**config.mk**
```make
export PLATFORM = sky130hd
export DESIGN_NAME = ocs_clock_switch
export DESIGN_NICKNAME = d
export VERILOG_FILES = /design/src/inc/ocs_pkg.sv /design/src/design/ocs_sync.sv /design/src/design/ocs_edge_check.sv /design/src/design/ocs_clock_switch.sv
export SDC_FILE = /design/constraint.sdc
export NUM_CORES = 1
export LEC_CHECK = 0
export BUFFER_PORTS_ARGS = -buffer_cell sky130_fd_sc_hd__buf_2
export CORE_UTILIZATION = 23
export DETAILED_ROUTE_END_ITERATION = 12
export GPL_ROUTABILITY_DRIVEN = 1
export GPL_TIMING_DRIVEN = 0
export PLACE_DENSITY = 0.4
export SYNTH_ARGS = -nofsm -noshare
export SYNTH_HDL_FRONTEND = slang
export SYNTH_HIERARCHICAL = 1
export SYNTH_SLANG_ARGS = --single-unit
export TNS_END_PERCENT = 30
```
**constraint.sdc**
```tcl
create_clock -name aclk -period 3.65 [get_ports aclk]
set_input_delay 0.73 -clock aclk [delete_from_list [all_inputs] [get_ports aclk]]
set_output_delay 0.73 -clock aclk [all_outputs]
set_load 0.02 [all_outputs]
```
**src/inc/ocs_pkg.sv**
```systemverilog
// Constants, register map and types of the oscillator clock source switch.
package ocs_pkg;

	// --------------------------------------------------------------------
	// Register map (byte addresses) and field positions
	// --------------------------------------------------------------------
	localparam logic [7:0] OFS_TRIM         = 8'h38;
	localparam logic [7:0] OFS_STATUS       = 8'h3c;
	localparam logic [7:0] OFS_CONFIG       = 8'h40;
	localparam logic [7:0] OFS_PULLUP       = 8'h44;
	localparam int         STATUS_REQ_BIT   = 0;
	localparam int         STATUS_ENG_BIT   = 1;
	localparam int         PULLUP_OSC_OUT_PIN_BIT  = 0;

	// --------------------------------------------------------------------
	// Reset values, counts and response codes
	// --------------------------------------------------------------------
	localparam logic [7:0] TRIM_RST         = 8'h80;
	localparam logic [8:0] INT_HALF_BASE    = 9'h001;
	localparam logic [1:0] EDGE_CHECK_COUNT = 2'h2;
	localparam logic [1:0] RESP_OKAY        = 2'h0;
	localparam logic [1:0] RESP_SLVERR      = 2'h2;

	// --------------------------------------------------------------------
	// Types
	// --------------------------------------------------------------------
	typedef enum logic [1:0]
	{
		SRC_INT  = 2'h0,
		SRC_EXT  = 2'h1,
		SRC_RC   = 2'h2,
		SRC_XTAL = 2'h3
	} ocs_src_e;

	typedef enum logic [1:0]
	{
		ST_INT   = 2'h0,
		ST_CHECK = 2'h1,
		ST_ARM   = 2'h3,
		ST_EXT   = 2'h2
	} ocs_state_e;

	typedef enum logic [1:0]
	{
		PIN1_RELEASED = 2'h0,
		PIN1_EXT_IN   = 2'h1,
		PIN1_RC_IN    = 2'h2,
		PIN1_XTAL_IN  = 2'h3
	} ocs_pin1_e;

	typedef struct packed
	{
		logic o;
		logic oe;
	} ocs_pad_s;

endpackage

```
**src/design/ocs_sync.sv**
```systemverilog
// Two-flop synchroniser for levels that arrive from outside the clock domain.
module ocs_sync #(
	parameter int W = 1
) (
	input  wire logic         aclk,
	input  wire logic         aresetn,
	input  wire logic [W-1:0] async_in,
	output logic      [W-1:0] sync_out
);

	logic [W-1:0] meta_ff;

	// The first stage feeds only the second stage.
	always_ff @(posedge aclk)
	begin
		if (!aresetn)
		begin
			meta_ff  <= '0;
			sync_out <= '0;
		end
		else
		begin
			meta_ff  <= async_in;
			sync_out <= meta_ff;
		end
	end

endmodule

```
**src/design/ocs_edge_check.sv**
```systemverilog
// Counts rising edges of a synchronised clock level up to a fixed target.
module ocs_edge_check (
	input  wire logic aclk,
	input  wire logic aresetn,
	input  wire logic clear,
	input  wire logic level,
	output logic      seen
);

	logic       prev_ff;
	logic [1:0] cnt_ff;

	always_ff @(posedge aclk)
	begin
		if (!aresetn)
			prev_ff <= 1'b0;
		else
			prev_ff <= level;
	end

	// Saturates at the target so a running clock cannot wrap it back.
	always_ff @(posedge aclk)
	begin
		if (!aresetn || clear)
			cnt_ff <= 2'h0;
		else if (level && !prev_ff && cnt_ff != ocs_pkg::EDGE_CHECK_COUNT)
			cnt_ff <= cnt_ff + 2'h1;
	end

	assign seen = (cnt_ff == ocs_pkg::EDGE_CHECK_COUNT);

endmodule

```
**src/design/ocs_clock_switch.sv**
```systemverilog
// Oscillator source selection, glitch-free switch and pin control.
//
// The AXI4-Lite register port was decided locally.
module ocs_clock_switch (
	input  wire logic              aclk,
	input  wire logic              aresetn,
	input  wire logic [7:0]        awaddr,
	input  wire logic              awvalid,
	output logic                   awready,
	input  wire logic [31:0]       wdata,
	input  wire logic [3:0]        wstrb,
	input  wire logic              wvalid,
	output logic                   wready,
	output logic [1:0]             bresp,
	output logic                   bvalid,
	input  wire logic              bready,
	input  wire logic [7:0]        araddr,
	input  wire logic              arvalid,
	output logic                   arready,
	output logic [31:0]            rdata,
	output logic [1:0]             rresp,
	output logic                   rvalid,
	input  wire logic              rready,
	input  wire logic              osc_in_pin,
	input  wire logic              osc_out_pin_in,
	input  wire logic              rc_osc_clock,
	input  wire logic              crystal_osc_clock,
	input  wire logic              stop_mode,
	input  wire ocs_pkg::ocs_pad_s porta_bit4_pad,
	output ocs_pkg::ocs_pad_s      osc_out_pad,
	output logic                   porta_bit4_in,
	output ocs_pkg::ocs_pin1_e     osc_in_role,
	output logic                   full_rate_clock,
	output logic                   half_rate_clock,
	output logic                   internal_osc_run,
	output logic                   ext_clock_engaged
);

	// --------------------------------------------------------------------
	// Synchronised pins
	// --------------------------------------------------------------------
	logic [3:0] pins_sync;
	logic       osc_in_lvl;
	logic       rc_lvl;
	logic       xtal_lvl;

	ocs_sync #(.W(4)) u_sync (
		.aclk     (aclk),
		.aresetn  (aresetn),
		.async_in ({osc_out_pin_in, crystal_osc_clock, rc_osc_clock,
			osc_in_pin}),
		.sync_out (pins_sync)
	);

	assign osc_in_lvl    = pins_sync[0];
	assign rc_lvl        = pins_sync[1];
	assign xtal_lvl      = pins_sync[2];
	assign porta_bit4_in = pins_sync[3];

	// --------------------------------------------------------------------
	// Register bus
	// --------------------------------------------------------------------
	logic [7:0]        trim_ff;
	logic              req_ff;
	ocs_pkg::ocs_src_e src_ff;
	logic              pin2_clock_out_enable_ff;
	logic              aw_hold_ff;
	logic              w_hold_ff;
	logic [7:0]        awaddr_ff;
	logic [7:0]        wbyte_ff;
	logic              wlane_ff;
	logic              do_write;
	logic              wr_hit;
	logic [31:0]       nxt_rdata;
	logic              rd_hit;
	ocs_pkg::ocs_state_e state_ff;

	assign awready  = !aw_hold_ff && !bvalid;
	assign wready   = !w_hold_ff && !bvalid;
	assign arready  = !rvalid;
	assign do_write = aw_hold_ff && w_hold_ff && !bvalid;
	assign wr_hit   = awaddr_ff == ocs_pkg::OFS_TRIM
		|| awaddr_ff == ocs_pkg::OFS_STATUS
		|| awaddr_ff == ocs_pkg::OFS_CONFIG
		|| awaddr_ff == ocs_pkg::OFS_PULLUP;

	// Address and data are held independently, so either may come first.
	always_ff @(posedge aclk)
	begin
		if (!aresetn)
		begin
			aw_hold_ff <= 1'b0;
			w_hold_ff  <= 1'b0;
			awaddr_ff  <= 8'h00;
			wbyte_ff   <= 8'h00;
			wlane_ff   <= 1'b0;
		end
		else
		begin
			if (awvalid && awready)
			begin
				aw_hold_ff <= 1'b1;
				awaddr_ff  <= awaddr;
			end
			else if (do_write)
				aw_hold_ff <= 1'b0;
			if (wvalid && wready)
			begin
				w_hold_ff <= 1'b1;
				wbyte_ff  <= wdata[7:0];
				wlane_ff  <= wstrb[0];
			end
			else if (do_write)
				w_hold_ff <= 1'b0;
		end
	end

	always_ff @(posedge aclk)
	begin
		if (!aresetn)
		begin
			bvalid <= 1'b0;
			bresp  <= ocs_pkg::RESP_OKAY;
		end
		else if (do_write)
		begin
			bvalid <= 1'b1;
			bresp  <= wr_hit ? ocs_pkg::RESP_OKAY : ocs_pkg::RESP_SLVERR;
		end
		else if (bready)
			bvalid <= 1'b0;
	end

	always_ff @(posedge aclk)
	begin
		if (!aresetn)
			trim_ff <= ocs_pkg::TRIM_RST;
		else if (do_write && wlane_ff && awaddr_ff == ocs_pkg::OFS_TRIM)
			trim_ff <= wbyte_ff;
	end

	// Request bit forced low in reset
	always_ff @(posedge aclk)
	begin
		if (!aresetn)
			req_ff <= 1'b0;
		else if (do_write && wlane_ff && awaddr_ff == ocs_pkg::OFS_STATUS)
			req_ff <= wbyte_ff[ocs_pkg::STATUS_REQ_BIT];
	end

	// Source select is frozen once a switch has begun, since the check
	// and the mux must keep looking at the same source.
	// Reset picks internal
	always_ff @(posedge aclk)
	begin
		if (!aresetn)
		begin
			src_ff    <= ocs_pkg::SRC_INT;
			pin2_clock_out_enable_ff <= 1'b0;
		end
		else if (do_write && wlane_ff)
		begin
			if (awaddr_ff == ocs_pkg::OFS_CONFIG && state_ff == ocs_pkg::ST_INT)
				src_ff <= ocs_pkg::ocs_src_e'(wbyte_ff[1:0]);
			if (awaddr_ff == ocs_pkg::OFS_PULLUP)
				pin2_clock_out_enable_ff <= wbyte_ff[ocs_pkg::PULLUP_OSC_OUT_PIN_BIT];
		end
	end

	always_comb
	begin
		nxt_rdata = 32'h0000_0000;
		rd_hit    = 1'b1;
		unique case (araddr)
			ocs_pkg::OFS_TRIM:   nxt_rdata[7:0] = trim_ff;
			ocs_pkg::OFS_STATUS:
			begin
				nxt_rdata[ocs_pkg::STATUS_REQ_BIT] = req_ff;
				nxt_rdata[ocs_pkg::STATUS_ENG_BIT] = ext_clock_engaged;
			end
			ocs_pkg::OFS_CONFIG: nxt_rdata[1:0] = src_ff;
			ocs_pkg::OFS_PULLUP: nxt_rdata[ocs_pkg::PULLUP_OSC_OUT_PIN_BIT] = pin2_clock_out_enable_ff;
			default:             rd_hit = 1'b0;
		endcase
	end

	always_ff @(posedge aclk)
	begin
		if (!aresetn)
		begin
			rvalid <= 1'b0;
			rdata  <= 32'h0000_0000;
			rresp  <= ocs_pkg::RESP_OKAY;
		end
		else if (arvalid && arready)
		begin
			rvalid <= 1'b1;
			rdata  <= nxt_rdata;
			rresp  <= rd_hit ? ocs_pkg::RESP_OKAY : ocs_pkg::RESP_SLVERR;
		end
		else if (rready)
			rvalid <= 1'b0;
	end

	// --------------------------------------------------------------------
	// Internal oscillator
	// --------------------------------------------------------------------
	logic [8:0] int_cnt_ff;
	logic       int_lvl_ff;
	logic [8:0] int_half;

	assign int_half = ocs_pkg::INT_HALF_BASE + {1'b0, trim_ff};

	always_ff @(posedge aclk)
	begin
		if (!aresetn)
		begin
			int_cnt_ff <= 9'h000;
			int_lvl_ff <= 1'b0;
		end
		else if (internal_osc_run && !stop_mode)
		begin
			if (int_cnt_ff >= int_half)
			begin
				int_cnt_ff <= 9'h000;
				int_lvl_ff <= !int_lvl_ff;
			end
			else
				int_cnt_ff <= int_cnt_ff + 9'h001;
		end
	end

	// --------------------------------------------------------------------
	// Switch sequence
	// --------------------------------------------------------------------
	logic ext_lvl;
	logic edges_seen;
	logic sel_ext_ff;

	always_comb
	begin
		unique case (src_ff)
			ocs_pkg::SRC_EXT:  ext_lvl = osc_in_lvl;
			ocs_pkg::SRC_RC:   ext_lvl = rc_lvl;
			ocs_pkg::SRC_XTAL: ext_lvl = xtal_lvl;
			ocs_pkg::SRC_INT:  ext_lvl = 1'b0;
		endcase
	end

	ocs_edge_check u_edges (
		.aclk    (aclk),
		.aresetn (aresetn),
		.clear   (state_ff != ocs_pkg::ST_CHECK),
		.level   (ext_lvl),
		.seen    (edges_seen)
	);

	// No way back out of external
	always_ff @(posedge aclk)
	begin
		if (!aresetn)
			state_ff <= ocs_pkg::ST_INT;
		else
			unique case (state_ff)
				ocs_pkg::ST_INT:
					if (req_ff && src_ff != ocs_pkg::SRC_INT)
						state_ff <= ocs_pkg::ST_CHECK;
				ocs_pkg::ST_CHECK:
					if (!req_ff)
						state_ff <= ocs_pkg::ST_INT;
					else if (edges_seen)
						state_ff <= ocs_pkg::ST_ARM;
				ocs_pkg::ST_ARM:
					if (!int_lvl_ff && !ext_lvl)
						state_ff <= ocs_pkg::ST_EXT;
				ocs_pkg::ST_EXT:
					state_ff <= ocs_pkg::ST_EXT;
			endcase
	end

	// Mux moves only with both low
	always_ff @(posedge aclk)
	begin
		if (!aresetn)
			sel_ext_ff <= 1'b0;
		else if (state_ff == ocs_pkg::ST_ARM && !int_lvl_ff && !ext_lvl)
			sel_ext_ff <= 1'b1;
	end

	always_ff @(posedge aclk)
	begin
		if (!aresetn)
		begin
			ext_clock_engaged <= 1'b0;
			internal_osc_run  <= 1'b1;
		end
		else
		begin
			if (sel_ext_ff)
				ext_clock_engaged <= 1'b1;
			if (ext_clock_engaged)
				internal_osc_run <= 1'b0;
		end
	end

	// --------------------------------------------------------------------
	// Output clocks
	// --------------------------------------------------------------------
	logic nxt_full;

	// Both inputs low at the change
	assign nxt_full = !stop_mode && (sel_ext_ff ? ext_lvl : int_lvl_ff);

	// Half rate toggles on full rate rise
	always_ff @(posedge aclk)
	begin
		if (!aresetn)
		begin
			full_rate_clock <= 1'b0;
			half_rate_clock <= 1'b0;
		end
		else
		begin
			full_rate_clock <= nxt_full;
			if (nxt_full && !full_rate_clock)
				half_rate_clock <= !half_rate_clock;
		end
	end

	// --------------------------------------------------------------------
	// Pin functions
	// --------------------------------------------------------------------
	// Pin one role per source
	always_ff @(posedge aclk)
	begin
		if (!aresetn)
		begin
			osc_in_role <= ocs_pkg::PIN1_RELEASED;
			osc_out_pad <= '0;
		end
		else
			unique case (src_ff)
				ocs_pkg::SRC_INT:
				begin
					osc_in_role <= ocs_pkg::PIN1_RELEASED;
					osc_out_pad <= pin2_clock_out_enable_ff
						? ocs_pkg::ocs_pad_s'{o: nxt_full, oe: 1'b1}
						: porta_bit4_pad;
				end
				ocs_pkg::SRC_RC:
				begin
					osc_in_role <= ocs_pkg::PIN1_RC_IN;
					osc_out_pad <= pin2_clock_out_enable_ff
						? ocs_pkg::ocs_pad_s'{o: nxt_full, oe: 1'b1}
						: porta_bit4_pad;
				end
				ocs_pkg::SRC_EXT:
				begin
					osc_in_role <= ocs_pkg::PIN1_EXT_IN;
					osc_out_pad <= porta_bit4_pad;
				end
				ocs_pkg::SRC_XTAL:
				begin
					osc_in_role <= ocs_pkg::PIN1_XTAL_IN;
					osc_out_pad <= '{o: !osc_in_lvl, oe: 1'b1};
				end
			endcase
	end

	// --------------------------------------------------------------------
	// Assertions
	// --------------------------------------------------------------------
	a_trim_reset: assert property (@(posedge aclk) disable iff (!aresetn)
		$rose(aresetn) |-> trim_ff == 8'h80 && !req_ff)
		else $error("Trim or request not at reset value.");
	a_engage_order: assert property (@(posedge aclk) disable iff (!aresetn)
		$rose(ext_clock_engaged) |-> internal_osc_run ##1 !internal_osc_run)
		else $error("Internal oscillator stopped out of order.");
	a_no_fallback: assert property (@(posedge aclk) disable iff (!aresetn)
		ext_clock_engaged |=> ext_clock_engaged && sel_ext_ff)
		else $error("Clock fell back to internal source.");
	a_switch_low: assert property (@(posedge aclk) disable iff (!aresetn)
		$rose(sel_ext_ff) |-> !$past(int_lvl_ff) && !$past(ext_lvl))
		else $error("Switch taken while a source was high.");
	a_two_edges: assert property (@(posedge aclk) disable iff (!aresetn)
		state_ff == ocs_pkg::ST_CHECK && !edges_seen
			|=> state_ff != ocs_pkg::ST_ARM && !sel_ext_ff)
		else $error("Switch armed before two edges.");
	a_half_rate: assert property (@(posedge aclk) disable iff (!aresetn)
		$rose(full_rate_clock) |-> half_rate_clock != $past(half_rate_clock))
		else $error("Half rate clock missed a toggle.");
	a_stop_halt: assert property (@(posedge aclk) disable iff (!aresetn)
		stop_mode ##1 stop_mode |-> !full_rate_clock && $stable(half_rate_clock))
		else $error("Clocks ran during stop mode.");
	a_pin2_ext: assert property (@(posedge aclk) disable iff (!aresetn)
		src_ff == ocs_pkg::SRC_EXT |=> osc_out_pad == $past(porta_bit4_pad))
		else $error("Pin two not port bit in external mode.");
	a_pin2_clock: assert property (@(posedge aclk) disable iff (!aresetn)
		src_ff == ocs_pkg::SRC_RC && pin2_clock_out_enable_ff |=> osc_out_pad.oe
			&& osc_out_pad.o == full_rate_clock)
		else $error("Pin two not driving full rate clock.");
	a_int_start: assert property (@(posedge aclk) disable iff (!aresetn)
		$rose(aresetn) |-> !sel_ext_ff && internal_osc_run)
		else $error("Reset did not select internal source.");

endmodule

```
==> results.md, run 1 <==
* Status: finished, final reports clean
* Gpl congestion at 0.7044
* Post-DP HPWL at 6.316 mm
* Fill cell count at 1606
* Area grow syn2layout at 28.50%
* Via count at 2810
* Routed WL at 8.147 mm
* Crit path to: int_cnt_ff[2]$_SDFFE_PN0P_
* Routed Antenna Nets at 0
* Flop and latch count out of synthesis at 75
* First-pass GRT wire length at 13.01 mm
* Wire per inst at 11.88 microns
* CP Launch Point: trim_ff[4]$_SDFFE_PN0P_
* Antenna violations before repair at 0
* DR vias/cell at 4.096
* Clock Tree Root: clkbuf_16
* RR Endpoint: int_cnt_ff[2]$_SDFFE_PN0P_
* Chip height at 124.1 microns
* Syn avg cell area at 8.592 sq um
* Syn Std Cell Area at 3428 sq um
* IO Count at 116
* Worst clock skew at 4.172 ps
* Max Cap Viol at 0
* Finish-stage setup viols at 0
* Largest net degree at the start of global routing at 16
* Die span in x at 124.1 microns
* Relative max-transition margin at 56.62%
* Total GRT Usage at 11.46%
* Worst-path maximum fanout at 5
* WP data arrival at 2840 ps
* RSZ-0062 raised after global routing: no
* Critical Path RT at 3920 ps
* Worst Hold Launch: u_sync/meta_ff[2]$_SDFF_PN0_
* Layout cells sized above 1 at 22.51%
* DRC Markers at 0
* Reg2Reg Depth at 10
* Met3 layer usage reported by global route at 3.159%
* CORE AREA at 14530 sq um
* Crit start category: flop
* Post-synth cell types at 48
* Most frequent cell after synthesis: dfxtp_1
* Crit end category: flop
* Post-synth top area cell: dfxtp_1
* Max rail drop VDD at 0.0002051 V
* Top cell type's share of synthesized area at 43.80%
* Port bufs at 62
* Worst r2r src: trim_ff[4]$_SDFFE_PN0P_
* Cell area power density at 468.3 nW/um^2
* GRT met1 Usage at 14.79%
* Clock Tree Buf Depth at 2
* Ranking of synthesized cells by area: dfxtp_1 (44%), nand2_1 (6.8%), buf_4 (5.7%), nor2_1 (5.0%), mux2i_1 (4.7%)
* Clk pin slew, worst setup/hold paths at 60 ps
* Cts repair resizes at 0
* Rows at 44
* Ys async rst share at 0%
* R2R Setup Slk at 1080 ps
* Final setup margin at 1077 ps
* Seq/Total Area, Yosys at 43.80%
* Starting DRT DRC Count at 82
* Die area at 15400 sq um
* Critical path class: flop to flop
* Gr busiest metal: met2
* Worst Hold Class: flop to flop
* TritonRoute pass-1 iters at 7
* Number of synthesized flops with an enable pin at 0
* Worst-margin pin slew at 650.7 ps
* TNS Setup at 0 ps
* Max Clk Rate at 388.6 MHz
* Cell count after synthesis at 399
* CTS tree: yes
* Final nets at 575
* Clk_lat worst skew at 340 ps
* Met2 GRT Util at 17.78%
* Starting Density at 23.59%
* Ant. Diodes at 0
* Postcts setup bufs at 0
* Cts-stage hold buffer count at 0
* Commonest cells in the netlist: dfxtp_1 (75), nand2_1 (62), nor2_1 (46)
* Vias in the first global route at 2617
* Tmin final at 2573 ps
* Cts bufs inserted at 9
* Congestion Overflow GR at 0
* Place WS at 1062 ps
* Static Leak at 0.001934 uW
* Inst Count DP at 670
* Yosys warns at 6
* Final std cells w/o fill at 686
* H-tree Lvls at 3
* Max Slew Vio Count at 0
* Post-synth top flop: dfxtp_1
* Sink Count at 75
* Final Hold Fails at 0
* Tcrit/Tclk final at 70.50%
==> cell type report <==
| type | instances | area [sq um] | share of cell area [%] |
|---|---|---|---|
| clock inverters | 5 | 100.1 | 2.272 |
| well taps | 184 | 230.2 | 5.226 |
| inverters | 16 | 60.06 | 1.363 |
| repair buffers | 62 | 310.3 | 7.043 |
| flip-flops and latches | 75 | 1501 | 34.08 |
| plain buffers | 38 | 255.2 | 5.794 |
| clock buffers | 11 | 242.7 | 5.510 |
| multi-input cells | 295 | 1705 | 38.71 |
==> layout by cell type (no fill, tap or decap), drive strengths merged, types with 2 or more instances in the layout <==
cell    count
or3         2
a21oi      31
nand2      62
nor2       46
mux2i      16
nand3      11
clkinv      2
nor4        2
a22oi       8
nand4b      2
o22ai       3
xnor2       3
and2       12
dfxtp      75
nand4       4
clkbuf     21
a211oi      2
ha         12
nor3b       2
conb       26
nand2b      5
buf        90
nor2b       3
inv        16
bufinv      3
and3        3
nor3        2
xor2        9
o21ai      13
a31oi       3
==> state kept, by name (all words and copies together) (netlist names), 4 cells and up <==
register / flops
u_sync/sync_out: 4
trim_ff: 8
awaddr_ff: 8
int_cnt_ff: 9
wbyte_ff: 8
u_sync/meta_ff: 4
rdata: 8
==> cells by family after synthesis <==
kind of cell | synth area share [%]
other | 0.1094
adder cells (fa/ha/maj) | 4.379
AO/OA/AOI/OAI | 11.24
XOR/XNOR | 3.066
flip-flops | 43.80
AND/OR/NAND/NOR | 23.54
buffers and inverters | 9.197
multiplexers | 4.671
==> where the power goes <==
part / switching, uW / leakage [uW] / total (uW) / internal [uW]
Clock: 342 / 0.000169 / 1030 / 684
Sequential: 16.7 / 0.000611 / 861 / 844
Combinational: 108 / 0.00115 / 177 / 68.5
==> metal layers <==
| layer | vias to the layer above | part of all wire [%] |
|---|---|---|
| met1 | 1235 | 48 |
| met4 | 0 | 1.7 |
| met3 | 9 | 4.7 |
| met5 | - | 0 |
| met2 | 72 | 45 |
| li1 | 1494 | - |
==> worst min-delay path by stage <==
stage / endpoint / slack (ps) / cells after the start
4_1_cts: u_sync/sync_out[2]$_SDFF_PN0_ / 430 / 1
2_1_floorplan: u_sync/sync_out[2]$_SDFF_PN0_ / 410 / 1
5_1_grt: u_sync/sync_out[2]$_SDFF_PN0_ / 460 / 1
6_report: u_sync/sync_out[2]$_SDFF_PN0_ / 430 / 1
3_3_place_gp: u_sync/sync_out[3]$_SDFF_PN0_ / 420 / 1
3_5_place_dp: u_sync/sync_out[2]$_SDFF_PN0_ / 410 / 1
==> critical path, cell delays in order (launching register included) <==
cell and delay [ps]:
dfxtp_1 440, and3_1 190, nand3_1 110, or2_2 330, xor2_1 150, ha_1 290
nand4_1 120, nor2_1 70, a211oi_1 470, nand4b_1 160, a31oi_1 170
==> per-stage QoR <==
step                      hold WS (ps)  power, uW  cell area, sq um  utilization, %
final                            428.3       2063              4405           30.31
after global routing             455.3       2151              4405           30.31
after detailed placement         410.5       1058              4063           27.95
after floorplan                  405.7      997.6              3522               -
after global placement           415.2       1055              4063           27.95
after CTS                        429.0       2095              4405           30.31
(Power assumes the default switching activity.)
==> inputs of run 2 (changes only) <==
--- a/config.mk
+++ b/config.mk
@@ -5,12 +5,13 @@
 export SDC_FILE = /design/constraint.sdc
 export NUM_CORES = 1
 export LEC_CHECK = 0
+export ABC_AREA = 1
 export BUFFER_PORTS_ARGS = -buffer_cell sky130_fd_sc_hd__buf_2
 export CORE_UTILIZATION = 23
 export DETAILED_ROUTE_END_ITERATION = 12
 export GPL_ROUTABILITY_DRIVEN = 1
 export GPL_TIMING_DRIVEN = 0
-export PLACE_DENSITY = 0.4
+export PLACE_DENSITY = 0.39
 export SYNTH_ARGS = -nofsm -noshare
 export SYNTH_HDL_FRONTEND = slang
 export SYNTH_HIERARCHICAL = 1
==> constraint.sdc (replaced) <==
create_clock -name aclk -period 2.55 [get_ports aclk]
set_input_delay 0.51 -clock aclk [delete_from_list [all_inputs] [get_ports aclk]]
set_output_delay 0.51 -clock aclk [all_outputs]
set_load 0.02 [all_outputs]
==> run 2 against run 1 <==
  * Combinational power increased by 80%
  * Non-clock buffer count increased by 2
  * Register-to-register slack got worse by 820 ps
  * Die area increased by 8.4%
  * Count of clock-buffer cells in the layout unchanged
  * Critical endpoint is now int_lvl_ff$_SDFFE_PN0P_
  * Cell count increased by 23%
  * Worst setup slack got worse by 820 ps
  * Wire length increased by 15%
==> results.md, run 2 <==
* Status: finished, final reports clean
* Port bufs at 62 (unchanged)
* Tcrit/Tclk final at 89.94% (+19 points)
* Slowest CP cell: dfxtp_1
* Register area at 1503 sq um (about the same)
* Worst-path maximum fanout at 4 (-1)
* Relative max-transition margin at 59.82% (+3.2 points)
* Gpl congestion at 0.7527 (+6.9%)
* Ys async rst share at 0% (unchanged)
* CP Launch Point: trim_ff[0]$_SDFFE_PN0P_
* Min Hold Slack at 355.8 ps (-72.53 ps)
* Most frequent cell after synthesis: nand2_1
* Most frequent cells in the layout: nand2_1 (109), dfxtp_1 (74), inv_1 (68)
* Most common cell after layout, fill and taps aside: nand2_1
* CTS tree: yes
* Seq/Total Area, Yosys at 40.35% (-3.4 points)
* Largest net degree at the start of global routing at 13 (-3)
* WP data arrival at 2530 ps (-310 ps)
* Max stage delay on crit path at 390 ps (-80 ps)
* Cell area power density at 592.8 nW/um^2 (+27%)
* Worst clock skew at 8.240 ps (+4.068 ps)
* Clk pwr share at 43.4% (-6.3 points)
* Worst-margin pin slew at 602.7 ps (-48.05 ps)
* Sw Share at 26.53% (+3.9 points)
* Biggest register: int_cnt_ff
* Clock Tree Buf Depth at 2 (unchanged)
* Routed WL at 9.341 mm (+15%)
* Sequential share of power at 45.1% (+3.4 points)
* Cts bufs inserted at 9 (unchanged)
* Flop and latch count out of synthesis at 75 (unchanged)
* Ant. Diodes at 0 (unchanged)
* Rows at 46 (+4.5%)
* DR vias/cell at 3.986 (-2.7%)
* DRC Markers at 0 (unchanged)
* Static Leak at 0.002242 uW (+16%)
* CORE AREA at 15830 sq um (+8.9%)
* Clk pin slew, worst setup/hold paths at 60 ps (about the same)
* IO Count at 116 (unchanged)
* Max reg flops at 9 (unchanged)
* Post-synth top flop: dfxtp_1
* Fill cell count at 1745 (+8.7%)
* Worst path bufs/invs at 4 (+4)
* Finish-stage setup viols at 0 (unchanged)
* First-pass GRT wire length at 15.54 mm (+19%)
* Final setup margin at 256.5 ps (-820.2 ps)
* Post-synth cell types at 34 (-29%)
* Top cell by count, worst path: inv_1
* Syn avg cell area at 7.074 sq um (-18%)
* Post-synth top area cell: dfxtp_1
* Total power at 2781 uW (+35%)
* Sink Count at 75 (unchanged)
* Routed Antenna Nets at 0 (unchanged)
* Number of synthesized flops with an enable pin at 0 (unchanged)
* Area grow syn2layout at 26.06%
* Vias in the first global route at 3135 (+20%)
* Pint at 2043 uW (+28%)
* Congestion Overflow GR at 0 (unchanged)
* Final Hold Fails at 0 (unchanged)
* Crit end category: flop
* Final nets at 703 (+22%)
* Crit-path leading delay family: simple AND/OR/NAND/NOR gates
* Die area at 16690 sq um (+8.4%)
* Place WS at 43.66 ps (-1018 ps)
* P_sw at 737.8 uW (+58%)
* Comb power frac at 11.5% (+2.9 points)
* H-tree Lvls at 3 (unchanged)
* Tmin final at 2294 ps (-279.8 ps)
* Max rail drop VDD at 0.0003000 V (+46%)
* Commonest cells in the netlist: nand2_1 (110), dfxtp_1 (75), inv_1 (68)
* Crit-path cells: inv_1 -> nor2_2 -> nand3_1 -> nor2_1 -> xor2_1 -> inv_1 -> ha_1 -> nand2_1 -> inv_1 -> a21oi_1 -> nand4_1 -> buf_4 -> a21oi_1 -> nor2_1
* Crit path to: int_lvl_ff$_SDFFE_PN0P_
* Layout cells sized above 1 at 20.83% (-1.7 points)
* Starting DRT DRC Count at 103 (+26%)
* Clock Tree Root: clkbuf_16
* Die span in x at 129.2 microns (+4.1%)
* TritonRoute pass-1 iters at 4 (-3)
* RR Endpoint: int_lvl_ff$_SDFFE_PN0P_
* Antenna violations before repair at 0 (unchanged)
* Max Clk Rate at 436.0 MHz (+12%)
* Starting Density at 23.51% (-0.078 points)
* Top cell type's share of synthesized area at 40.35% (-3.4 points)
* Reg2Reg Depth at 14 (+4)
* Syn Std Cell Area at 3721 sq um (+8.5%)
* Yosys warns at 6 (unchanged)
* RSZ-0062 raised after global routing: no
* Clk_lat worst skew at 340 ps (about the same)
* Multi-input gate area at 1760 sq um (+3.2%)
* TNS Setup at 0 ps (unchanged)
* Worst r2r src: trim_ff[0]$_SDFFE_PN0P_
* Placed inst area at 4395 sq um (+8.2%)
* Cell count after synthesis at 526 (+32%)
* Wire per inst at 11.05 microns (-6.9%)
* R2R Setup Slk at 260 ps (-820 ps)
* Crit start category: flop
* Critical path class: flop to flop
* Worst Hold Class: input pin to flop
* Critical Path RT at 2790 ps (-1130 ps)
* Post-DP HPWL at 7.233 mm (+15%)
* Instance count on the critical path at 14 (+4)
* Total GRT Usage at 12.15% (+0.69 points)
* Chip height at 129.2 microns (+4.1%)
* Ranking of synthesized cells by area: dfxtp_1 (40%), nand2_1 (11%), inv_1 (6.9%), a21oi_1 (6.5%), nor2_1 (6.0%)
* Max Cap Viol at 0 (unchanged)
* Max Slew Vio Count at 0 (unchanged)
* Via count at 3368 (+20%)
* Fin area at 4691 sq um (+6.5%)
-- run 2: how the worst min path moves through the flow --
stage / start / endpoint / slack [ps] / depth (start not counted)
2_1_floorplan: u_sync/meta_ff[2]$_SDFF_PN0_ / u_sync/sync_out[2]$_SDFF_PN0_ / 390 / 2
5_1_grt: osc_out_pin_in / u_sync/meta_ff[3]$_SDFF_PN0_ / 370 / 3
4_1_cts: crystal_osc_clock / u_sync/meta_ff[2]$_SDFF_PN0_ / 340 / 3
3_3_place_gp: u_sync/meta_ff[3]$_SDFF_PN0_ / u_sync/sync_out[3]$_SDFF_PN0_ / 400 / 2
6_report: osc_out_pin_in / u_sync/meta_ff[3]$_SDFF_PN0_ / 360 / 3
3_5_place_dp: u_sync/meta_ff[3]$_SDFF_PN0_ / u_sync/sync_out[3]$_SDFF_PN0_ / 400 / 2
-- run 2: per-stage QoR --
stage / util (%) / cells
after detailed placement: 27.77 / 829
after floorplan: - / 551
after global placement: 27.77 / 829
final: 29.64 / 845
after CTS: 29.53 / 844
after global routing: 29.64 / 845
-- run 2: layout make-up --
type                    instances  share of cell area (%)
well taps                     216                   5.762
repair buffers                 63                   6.775
plain buffers                  39                   5.468
clock inverters                 4                  0.5601
clock buffers                  11                   5.388
multi-input cells             356                   37.53
inverters                      81                   6.482
flip-flops and latches         75                   32.04
-- run 2: logic make-up after synthesis --
| group | synth area share (%) |
|---|---|
| buffers and inverters | 15.06 |
| DFF | 40.35 |
| xor gates and xnor gates | 3.295 |
| AOI/OAI and AO/OA | 12.17 |
| other | 0.1008 |
| and+or+nand+nor | 24.98 |
| adders and majority gates | 4.035 |
-- run 2: what timing repair did --
action	4_1_cts	5_1_grt
hold buffers	0	0
resized for setup	0	4
setup endpoints to repair	0	9
setup buffers	0	1
-- run 2: layer usage --
metal	wire [microns]	track usage [%]
met1	4728	16.25
met4	169	6.021
met2	4062	18.69
met5	0	0
met3	381	2.271
-- run 2: worst min-delay path, stage by stage --
cell and delay [ps]:
buf_2 80, nand2_1 40, inv_1 40
-- run 2: power by group through the flow --
stage,sequential [uW],combinational [uW],clock [uW]
6_report,1260,319,1210
3_5_place_dp,1280,321,0
4_1_cts,1260,322,1250
5_1_grt,1260,363,1300
3_3_place_gp,1280,319,0
2_1_floorplan,1290,209,0
